`src/design/cool_ctrl_regs.svh`:
```
// Constants for the cooling compressor and fan controller
// Overview of operation
// - After a remote off, compressor restarts only 3 minutes after remote on.
// - At setpoint in cooling, stop compressor and hold it off 3 minutes.
// - After 7 minutes off, restart compressor even inside the thermostat band.
// - Exchanger below 2C for 4 minutes stops compressor; fan setting kept.
// - After freeze stop, allow restart at 10C, still with restart delay.
// - Run 5 min plus intake-exchanger difference <=2.5C for 2 min stops compressor.
// - Dew prevention after 30 minutes of all its listed conditions together.
// - Dew prevention cancels at once when any condition fails.
// - Dew prevention with manual low uses the boosted low tap.
// - Auto fan: high until first setpoint stop, medium after restart.
// - Three manual fan settings low, medium, high from the remote.
// - Quiet mode lights the indicator and selects the quiet taps.
// - Quiet low: 1 h base, 30 min plus 100 rpm, then plus 180 rpm.
`ifndef COOL_CTRL_REGS_SVH
`define COOL_CTRL_REGS_SVH

`define SYS_CLK_HZ        50000000
`define SEC_TIME_MS       1000
`define SEC_CYCLES        (`SYS_CLK_HZ / 1000 * `SEC_TIME_MS)

`define RESTART_DELAY_MIN 3
`define TIME_SAVE_MIN     7
`define FREEZE_HOLD_MIN   4
`define RUN_MIN_MIN       5
`define DELTA_HOLD_MIN    2
`define DEW_HOLD_MIN      30
`define QUIET_BASE_MIN    60
`define QUIET_STEP_MIN    30
`define MIN_SECONDS       60

// Temperature codes: half degree per step, zero at 0C
`define T_FREEZE_TRIP     8'h04
`define T_FREEZE_RECOVER  8'h14
`define T_DELTA_REV       9'h005
`define T_DEW_INTAKE_LO   8'h30
`define T_DEW_INTAKE_HI   8'h3c
`define T_DEW_SET_MAX     8'h32
`define T_DEW_BAND        9'h002
`define T_ON_HYST         9'h002

`endif

```
`src/design/cool_ctrl_pkg.sv`:
```
// Types shared by the cooling controller
package cool_ctrl_pkg;
   typedef enum logic [1:0] {
      FAN_AUTO = 2'h0,
      FAN_LOW  = 2'h1,
      FAN_MED  = 2'h2,
      FAN_HIGH = 2'h3
   } fan_sel_t;

   typedef enum logic [3:0] {
      TAP_STOP          = 4'h0,
      TAP_TOP           = 4'h1,
      TAP_MIDDLE        = 4'h2,
      TAP_BOTTOM        = 4'h3,
      TAP_BOOSTED       = 4'h4,
      TAP_QUIET_TOP     = 4'h5,
      TAP_QUIET_MIDDLE  = 4'h6,
      TAP_QUIET_BOTTOM  = 4'h7,
      TAP_QUIET_BOT_100 = 4'h8,
      TAP_QUIET_BOT_180 = 4'h9
   } fan_tap_t;

   typedef struct packed {
      logic     power_on;
      logic     cool_mode;
      logic     quiet;
      fan_sel_t fan_sel;
   } remote_cmd_t;

   typedef struct packed {
      logic [7:0] intake;
      logic [7:0] setpoint;
      logic [7:0] exchanger;
   } temps_t;
endpackage

```
`src/design/cool_ctrl.sv`:
```
// Cooling-mode compressor protection and indoor fan tap selection
`timescale 1ns/1ps
`include "cool_ctrl_regs.svh"
module cool_ctrl #(
   parameter int SEC_CYCLES = `SEC_CYCLES
) (
   input  wire logic                   sys_clk,
   input  wire logic                   reset,
   input  wire cool_ctrl_pkg::remote_cmd_t cmd,
   input  wire cool_ctrl_pkg::temps_t  temps,
   output logic                        comp_enable,
   output cool_ctrl_pkg::fan_tap_t     fan_tap,
   output logic                        quiet_led,
   output logic                        dew_active
);
   localparam int TW = 13;
   localparam int NT = 9;
   // Timer slots
   localparam int T_DELAY    = 0;
   localparam int T_SAVE     = 1;
   localparam int T_FREEZE   = 2;
   localparam int T_RUN      = 3;
   localparam int T_DELTA    = 4;
   localparam int T_DEW      = 5;
   localparam int T_QBASE    = 6;
   localparam int T_QSTEP    = 7;
   localparam int T_SPARE    = 8;
   localparam logic [TW-1:0] LIMITS [NT] = '{
      TW'(`RESTART_DELAY_MIN * `MIN_SECONDS),
      TW'(`TIME_SAVE_MIN * `MIN_SECONDS),
      TW'(`FREEZE_HOLD_MIN * `MIN_SECONDS),
      TW'(`RUN_MIN_MIN * `MIN_SECONDS),
      TW'(`DELTA_HOLD_MIN * `MIN_SECONDS),
      TW'(`DEW_HOLD_MIN * `MIN_SECONDS),
      TW'(`QUIET_BASE_MIN * `MIN_SECONDS),
      TW'((`QUIET_BASE_MIN + `QUIET_STEP_MIN) * `MIN_SECONDS),
      TW'(1)
   };

   typedef enum logic [1:0] {
      AUTO_HIGH = 2'b01,
      AUTO_MID  = 2'b10
   } auto_state_t;

   logic                   sec_tick;
   cool_ctrl_pkg::temps_t  samp_q;
   logic                   comp_q;
   logic                   power_q;
   logic                   first_q;
   logic                   freeze_lock_q;
   logic                   setpoint_stop_q;
   logic [7:0]             dew_ref_q;
   auto_state_t            auto_q;
   logic [NT-1:0]          cond;
   logic [NT-1:0]          done;
   logic                   power_rise;
   logic                   unit_run;
   logic                   at_setpoint;
   logic                   above_on;
   logic                   delay_ok;
   logic                   freeze_trip;
   logic                   rev_trip;
   logic                   start_ok;
   logic                   stop_now;
   logic                   dew_cond;
   logic                   dew_stable;
   logic                   low_tap_now;
   logic                   quiet_low_run;
   logic [8:0]             intake_w;
   logic [8:0]             exch_w;
   logic [8:0]             ref_w;

   sec_timebase #(
      .SEC_CYCLES (SEC_CYCLES)
   ) u_timebase (
      .sys_clk  (sys_clk),
      .reset    (reset),
      .sec_tick (sec_tick)
   );

   // Sensor codes refreshed once per second
   always_ff @(posedge sys_clk) begin
      if (reset) begin
         samp_q <= '0;
      end else if (sec_tick) begin
         samp_q <= temps;
      end
   end

   assign intake_w = {1'b0, samp_q.intake};
   assign exch_w   = {1'b0, samp_q.exchanger};
   assign ref_w    = {1'b0, dew_ref_q};

   assign unit_run    = cmd.power_on && cmd.cool_mode;
   assign power_rise  = cmd.power_on && !power_q;
   assign at_setpoint = samp_q.intake <= samp_q.setpoint;
   assign above_on    = intake_w >= ({1'b0, samp_q.setpoint} + `T_ON_HYST);

   always_ff @(posedge sys_clk) begin
      if (reset) begin
         power_q <= 1'b0;
      end else begin
         power_q <= cmd.power_on;
      end
   end

   // Duration conditions; each counter restarts whenever its condition is seen false
   always_comb begin
      cond           = '0;
      cond[T_DELAY]  = !comp_q && !power_rise;
      cond[T_SAVE]   = !comp_q && !power_rise;
      cond[T_FREEZE] = comp_q && (samp_q.exchanger < `T_FREEZE_TRIP);
      cond[T_RUN]    = comp_q;
      cond[T_DELTA]  = comp_q && (intake_w <= exch_w + `T_DELTA_REV);
      cond[T_DEW]    = dew_cond;
      cond[T_QBASE]  = quiet_low_run;
      cond[T_QSTEP]  = quiet_low_run;
      cond[T_SPARE]  = 1'b0;
   end

   genvar gi;
   generate
      for (gi = 0; gi < NT; gi++) begin : g_timer
         hold_timer #(
            .W (TW)
         ) u_timer (
            .sys_clk  (sys_clk),
            .reset    (reset),
            .sec_tick (sec_tick),
            .cond     (cond[gi]),
            .limit    (LIMITS[gi]),
            .done     (done[gi])
         );
      end
   endgenerate

   // Delay counts as met from reset until the compressor first stops or a power-on edge arrives
   always_ff @(posedge sys_clk) begin
      if (reset) begin
         first_q <= 1'b1;
      end else if (comp_q && stop_now) begin
         first_q <= 1'b0;
      end else if (power_rise) begin
         first_q <= 1'b0;
      end
   end

   assign delay_ok    = first_q || done[T_DELAY];
   assign freeze_trip = done[T_FREEZE];
   assign rev_trip    = done[T_RUN] && done[T_DELTA];

   // Freeze lock: trip wins over recovery in the same cycle
   always_ff @(posedge sys_clk) begin
      if (reset) begin
         freeze_lock_q <= 1'b0;
      end else if (freeze_trip) begin
         freeze_lock_q <= 1'b1;
      end else if (samp_q.exchanger >= `T_FREEZE_RECOVER) begin
         freeze_lock_q <= 1'b0;
      end
   end

   assign stop_now = !unit_run || at_setpoint || freeze_trip || rev_trip;
   // Time save restarts inside the band, never below the off threshold
   assign start_ok = unit_run && delay_ok && !freeze_lock_q && !at_setpoint
                     && (above_on || done[T_SAVE]);

   always_ff @(posedge sys_clk) begin
      if (reset) begin
         comp_q <= 1'b0;
      end else if (comp_q) begin
         if (stop_now) begin
            comp_q <= 1'b0;
         end
      end else if (start_ok) begin
         comp_q <= 1'b1;
      end
   end

   assign comp_enable = comp_q;

   // Auto fan phase: remembers the first thermostat stop of this run
   always_ff @(posedge sys_clk) begin
      if (reset) begin
         setpoint_stop_q <= 1'b0;
      end else if (power_rise || !unit_run) begin
         setpoint_stop_q <= 1'b0;
      end else if (comp_q && at_setpoint) begin
         setpoint_stop_q <= 1'b1;
      end
   end

   always_ff @(posedge sys_clk) begin
      if (reset) begin
         auto_q <= AUTO_HIGH;
      end else begin
         case (auto_q)
            AUTO_HIGH: begin
               if (setpoint_stop_q && comp_q) begin
                  auto_q <= AUTO_MID;
               end
            end
            AUTO_MID: begin
               if (!unit_run) begin
                  auto_q <= AUTO_HIGH;
               end
            end
            default: begin
               auto_q <= AUTO_HIGH;
            end
         endcase
      end
   end

   // Dew prevention: room reference follows intake until the window opens
   assign low_tap_now = cmd.fan_sel == cool_ctrl_pkg::FAN_LOW;
   assign dew_stable  = (intake_w <= ref_w + `T_DEW_BAND)
                        && (ref_w <= intake_w + `T_DEW_BAND);
   assign dew_cond    = dew_stable
                        && samp_q.intake > `T_DEW_INTAKE_LO
                        && samp_q.intake < `T_DEW_INTAKE_HI
                        && samp_q.setpoint < `T_DEW_SET_MAX
                        && comp_q && unit_run && low_tap_now
                        && !cmd.quiet;

   always_ff @(posedge sys_clk) begin
      if (reset) begin
         dew_ref_q <= 8'h00;
      end else if (!dew_cond) begin
         dew_ref_q <= samp_q.intake;
      end
   end

   // Timer done is gated by the live condition, so cancel is immediate
   assign dew_active = done[T_DEW];

   assign quiet_low_run = unit_run && cmd.quiet && low_tap_now;
   assign quiet_led     = cmd.power_on && cmd.quiet;

   // Tap selection; taps are output from a flip-flop
   always_ff @(posedge sys_clk) begin
      if (reset) begin
         fan_tap <= cool_ctrl_pkg::TAP_STOP;
      end else if (!unit_run) begin
         fan_tap <= cool_ctrl_pkg::TAP_STOP;
      end else if (cmd.quiet) begin
         case (cmd.fan_sel)
            cool_ctrl_pkg::FAN_HIGH: begin
               fan_tap <= cool_ctrl_pkg::TAP_QUIET_TOP;
            end
            cool_ctrl_pkg::FAN_MED: begin
               fan_tap <= cool_ctrl_pkg::TAP_QUIET_MIDDLE;
            end
            cool_ctrl_pkg::FAN_LOW: begin
               if (done[T_QSTEP]) begin
                  fan_tap <= cool_ctrl_pkg::TAP_QUIET_BOT_180;
               end else if (done[T_QBASE]) begin
                  fan_tap <= cool_ctrl_pkg::TAP_QUIET_BOT_100;
               end else begin
                  fan_tap <= cool_ctrl_pkg::TAP_QUIET_BOTTOM;
               end
            end
            default: begin
               fan_tap <= (auto_q == AUTO_MID) ? cool_ctrl_pkg::TAP_QUIET_MIDDLE
                                               : cool_ctrl_pkg::TAP_QUIET_TOP;
            end
         endcase
      end else begin
         case (cmd.fan_sel)
            cool_ctrl_pkg::FAN_HIGH: begin
               fan_tap <= cool_ctrl_pkg::TAP_TOP;
            end
            cool_ctrl_pkg::FAN_MED: begin
               fan_tap <= cool_ctrl_pkg::TAP_MIDDLE;
            end
            cool_ctrl_pkg::FAN_LOW: begin
               fan_tap <= dew_active ? cool_ctrl_pkg::TAP_BOOSTED
                                     : cool_ctrl_pkg::TAP_BOTTOM;
            end
            default: begin
               fan_tap <= (auto_q == AUTO_MID) ? cool_ctrl_pkg::TAP_MIDDLE
                                               : cool_ctrl_pkg::TAP_TOP;
            end
         endcase
      end
   end
endmodule

```
`src/design/sec_timebase.sv`:
```
// Fixed prescaler producing a one-cycle tick each second
`timescale 1ns/1ps
`include "cool_ctrl_regs.svh"
module sec_timebase #(
   parameter int SEC_CYCLES = `SEC_CYCLES
) (
   input  wire logic sys_clk,
   input  wire logic reset,
   output logic      sec_tick
);
   logic [31:0] count_q;

   always_ff @(posedge sys_clk) begin
      if (reset) begin
         count_q  <= 32'h0;
         sec_tick <= 1'b0;
      end else if (count_q == 32'(SEC_CYCLES - 1)) begin
         count_q  <= 32'h0;
         sec_tick <= 1'b1;
      end else begin
         count_q  <= count_q + 32'h1;
         sec_tick <= 1'b0;
      end
   end
endmodule

```
`src/design/hold_timer.sv`:
```
// Seconds counter that runs while its condition holds continuously
`timescale 1ns/1ps
module hold_timer #(
   parameter int W = 13
) (
   input  wire logic         sys_clk,
   input  wire logic         reset,
   input  wire logic         sec_tick,
   input  wire logic         cond,
   input  wire logic [W-1:0] limit,
   output logic              done
);
   logic [W-1:0] count_q;

   always_ff @(posedge sys_clk) begin
      if (reset || !cond) begin
         count_q <= '0;
      end else if (sec_tick && count_q < limit) begin
         count_q <= count_q + W'(1);
      end
   end

   // Qualified by cond so a dropped condition clears at once
   assign done = cond && (count_q >= limit);
endmodule

```
`config.mk`:
```
export PLATFORM = sky130hd
export DESIGN_NAME = cool_ctrl
export DESIGN_NICKNAME = d
export VERILOG_FILES = /design/src/design/cool_ctrl_pkg.sv /design/src/design/cool_ctrl.sv /design/src/design/sec_timebase.sv /design/src/design/hold_timer.sv
export VERILOG_INCLUDE_DIRS = /design/src /design/src/design
export SDC_FILE = /design/constraint.sdc
export NUM_CORES = 1
export LEC_CHECK = 0
export ABC_AREA = 1
export BUFFER_PORTS_ARGS = -buffer_cell sky130_fd_sc_hd__clkbuf_2
export CAP_MARGIN = 20
export CORE_UTILIZATION = 56
export CTS_CLUSTER_SIZE = 14
export DETAILED_ROUTE_END_ITERATION = 10
export PLACE_DENSITY_LB_ADDON = 0.3
export SETUP_SLACK_MARGIN = 0.02
export SLEW_MARGIN = 20
export SYNTH_ARGS = -nofsm -noshare
export SYNTH_HDL_FRONTEND = slang
export SYNTH_SLANG_ARGS = --single-unit
```
`constraint.sdc`:
```
create_clock -name sys_clk -period 2.5 [get_ports sys_clk]
set_clock_uncertainty 0.2 [all_clocks]
set_input_delay 0.25 -clock sys_clk [delete_from_list [all_inputs] [get_ports sys_clk]]
set_output_delay 0.25 -clock sys_clk [all_outputs]
set_load 0.02 [all_outputs]
```
==> impl_results.md <==
* Outcome: complete, but fails checks
* Violations in the final reports: setup timing
* Clock root buffer: clkbuf_16
* Die height at 133 microns
* Initial antenna violation count at 0
* Largest family of logic cells by synthesized area: simple AND/OR/NAND/NOR gates
* Routability Congestion at 0.862
* N_diodes at 0
* Wirelength per Cell at 13.0 microns
* Critical-path maximum fanout at 3
* Min Tclk post-route at 2.87 ns
* Cell Rows at 47
* Area of the multi-input gates at 5200 sq um
* Distinct cells, synth at 45
* Max cap viols at 0
* Startpoint Class: flip-flop
* GR Util met1 at 31.6%
* Yosys top cell area share at 37.7%
* Hpwl dp at 15500 microns
* Antenna viol nets, final at 0
* Worst vdd ir at 0.510 mV
* Sequential cell area fraction in the yosys report at 37.7%
* Cell Area, Synth at 9550 sq um
* Pleak at 4.41 nW
* Cell family with most CP delay: simple AND/OR/NAND/NOR gates
* Commonest cells after routing, fill and taps aside: nand2_1 (234), inv_1 (212), dfxtp_1 (166)
* Crit. End Element: output port
* Critical Path Max Stage Delay at 0.34 ns
* Critical path required time at 2.05 ns
* M2 GR Usage at 42.1%
* CTS tree: built
* Compound-cell area share of the yosys netlist at 11.1%
* Fin. Hold Viols at 0
* Remaining global-route overflow at 0
* Vias in the first global route at 7984
* Syn avg cell area at 7.16 sq um
* Tightest Hold Check Type: in2reg
* Initial Utilization at 57.4%
* Finish-stage setup viols at 1
* PnR worst setup slack at -0.368 ns
* Worst path cell trace: inv_1, nor2_4, xor2_1, ha_1, buf_4, nand4_1, nor3_2, nand2_1, nand2_2, nand4_1, inv_1, buf_8
* Adder-cell share of the synthesized area at 7.86%
* Synthesized Nets at 1425
* Synth Instances at 1334
* Die Wd at 133 microns
* Yosys top cell by area: dfxtp_1
* Async S/R FF share, synth at 0%
* Ranking of synthesized cells by area: dfxtp_1 (38%), nand2_1 (9.4%), inv_1 (8.4%), ha_1 (7.9%), nor2_1 (6.4%)
* Mux cell area share after synthesis at 0%
* DP Cell Count at 1609
* H-tree levels at 4
* Main synth FF type: dfxtp_1
* # DRC at 0
* Port Buffers at 37
* Slew Viols, Final at 0
* WS Path Type: reg2out
* First-pass GRT wire length at 35800 microns
* Grt met3 use at 5.44%
* CP arrival at 2.42 ns
* Relative slew margins at 63.8%
* Commonest non-fill, non-tap cell in the layout: nand2_1
* Die area at 17600 sq um
* Post-synth EDFFs at 0
* FF+latch count, synth at 180
* Synth-to-layout area growth at 18.8%
* Synth Area in Simple Gates at 29.5%
* CP bufs+invs at 4
* Synth Area in XOR/XNOR at 4.04%
* Slew @ Worst Pin at 0.543 ns
* Drt initial violations at 404
* Reg area at 3630 sq um
* Number of fill cells at 1410
* Clock-pin slew of the registers on the worst-case setup and hold paths at 0.07 ns
* Vias/cell at 5.21
* Core Region at 16600 sq um
* Fmax at 349 MHz
* Num Clock Sinks at 180
* Total number of vias at 8733
* Final period util at 115%
* RSZ-0062 raised after global routing: true
* Post-route non-filler standard cell count at 1675
* Boundary Pins at 38
* Power Total at 5.58 mW
* Clock buffer depth at 2
* Latest clock arrival within the worst-skew pair at 0.44 ns
* Detailed Routing Iterations Pass 1 at 5
* Setup TNS at -0.368 ns
* Total CTS buffers at 17
* Yosys Warn Count at 0
* Largest net degree at the start of global routing at 33
* Ratio of cells with drive above 1 in the final layout at 14.0%
* Pwr/cell area at 492 nW/um^2
* GR peak layer: met2
* Overall routed net length at 21800 microns
* Slowest cell on crit path: dfxtp_2
* NumNets Final at 1533
* Tot GR Track Use at 25.3%
==> layer usage <==
layer / share of wire [%] / vias up
li1: - / 4520
met2: 48 / 176
met1: 45 / 3989
met4: 3.0 / 0
met3: 4.4 / 48
met5: 0 / -
==> registers in the layout (all words and copies together) (netlist names) <==
register and flops:
setpoint_stop_q 1, power_q 1, dew_ref_q 8, u_timebase.count_q 32, u_timebase.sec_tick 1, g_timer.u_timer.count_q 104, fan_tap 4, auto_q 2
exch_w 8, comp_enable 1, intake_w 8, samp_q 8, first_q 1, freeze_lock_q 1
==> logic make-up after synthesis <==
kind of cell | after synthesis
DFF | 180
AOI/OAI and AO/OA | 201
and+or+nand+nor | 613
xor gates and xnor gates | 44
adders and majority gates | 60
buffers and inverters | 236
==> worst paths after layout <==
check,from,to,slack (ns),cells past startpoint
setup / recovery,intake_w[1]$_SDFFE_PP0P_,dew_active,-0.37,12
setup reg to reg,intake_w[1]$_SDFFE_PP0P_,dew_ref_q[1]$_SDFFE_PP0N_,0.08,14
hold reg to reg,g_timer[1].u_timer.count_q[11]$_SDFFE_PP0P_,g_timer[1].u_timer.count_q[11]$_SDFFE_PP0P_,0.23,2
hold / removal,temps[19],intake_w[3]$_SDFFE_PP0P_,0.03,3
==> per-stage QoR <==
stage	hold slack, ns	worst slack [ns]	utilization [%]	cell area, sq um
final	0.0279	-0.368	68.2	11300
after global routing	0.0316	-0.508	68.2	11300
after global placement	0.214	0.0655	61.3	10200
after CTS	0.00511	-0.363	66.7	11100
after detailed placement	0.217	-0.0967	61.3	10200
after floorplan	0.175	0.104	-	9550
==> power by group <==
group / internal (mW) / switching [mW] / leakage, nW / total, mW
Sequential: 2.87 / 0.00516 / 1.46 / 2.87
Clock: 1.33 / 1.23 / 0.267 / 2.57
Combinational: 0.0668 / 0.0787 / 2.69 / 0.145
==> worst register-to-register path, stage by stage (launching register included) <==
cell and delay [ns]:
dfxtp_2 0.34, inv_1 0.13, nor2_4 0.06, xor2_1 0.16
ha_1 0.33, buf_4 0.13, nand4_1 0.11, nor3_2 0.13
nand2_1 0.08, nand2_2 0.08, buf_4 0.13, nand3_4 0.17
nand2_2 0.11, nand2_1 0.06, nor2_1 0.12
==> cells in the mapped netlist (5+ instances only) <==
cell and count:
a21oi_1 109, and3_1 5, buf_4 6, clkbuf_1 7, dfxtp_1 180, ha_1 60, inv_1 214, nand2_1 240
nand2_2 6, nand3_1 59, nand4_1 39, nor2_1 164, nor2_2 10, nor2_4 6, nor3_1 46, nor3b_1 5
nor4_1 7, o21ai_0 71, xnor2_1 15, xor2_1 29
==> what timing repair did <==
item | 4_1_cts | 5_1_grt
cloned | 0 | 1
hold endpoints to repair | 25 | 0
resized for setup | 21 | 48
setup buffers | 1 | 6
endpoints found under the setup margin | 20 | 36
pin swaps | 3 | 19
hold buffers | 26 | 0
==> layout make-up <==
type / instances / area share, %
Sequential cell: 180 / 32.0
Clock inverter: 13 / 1.04
Inverter: 216 / 7.19
Tap cell: 220 / 2.43
Multi-Input combinational cell: 918 / 45.8
Timing Repair Buffer: 109 / 7.63
Clock buffer: 19 / 3.90
(Power assumes the default switching activity.)
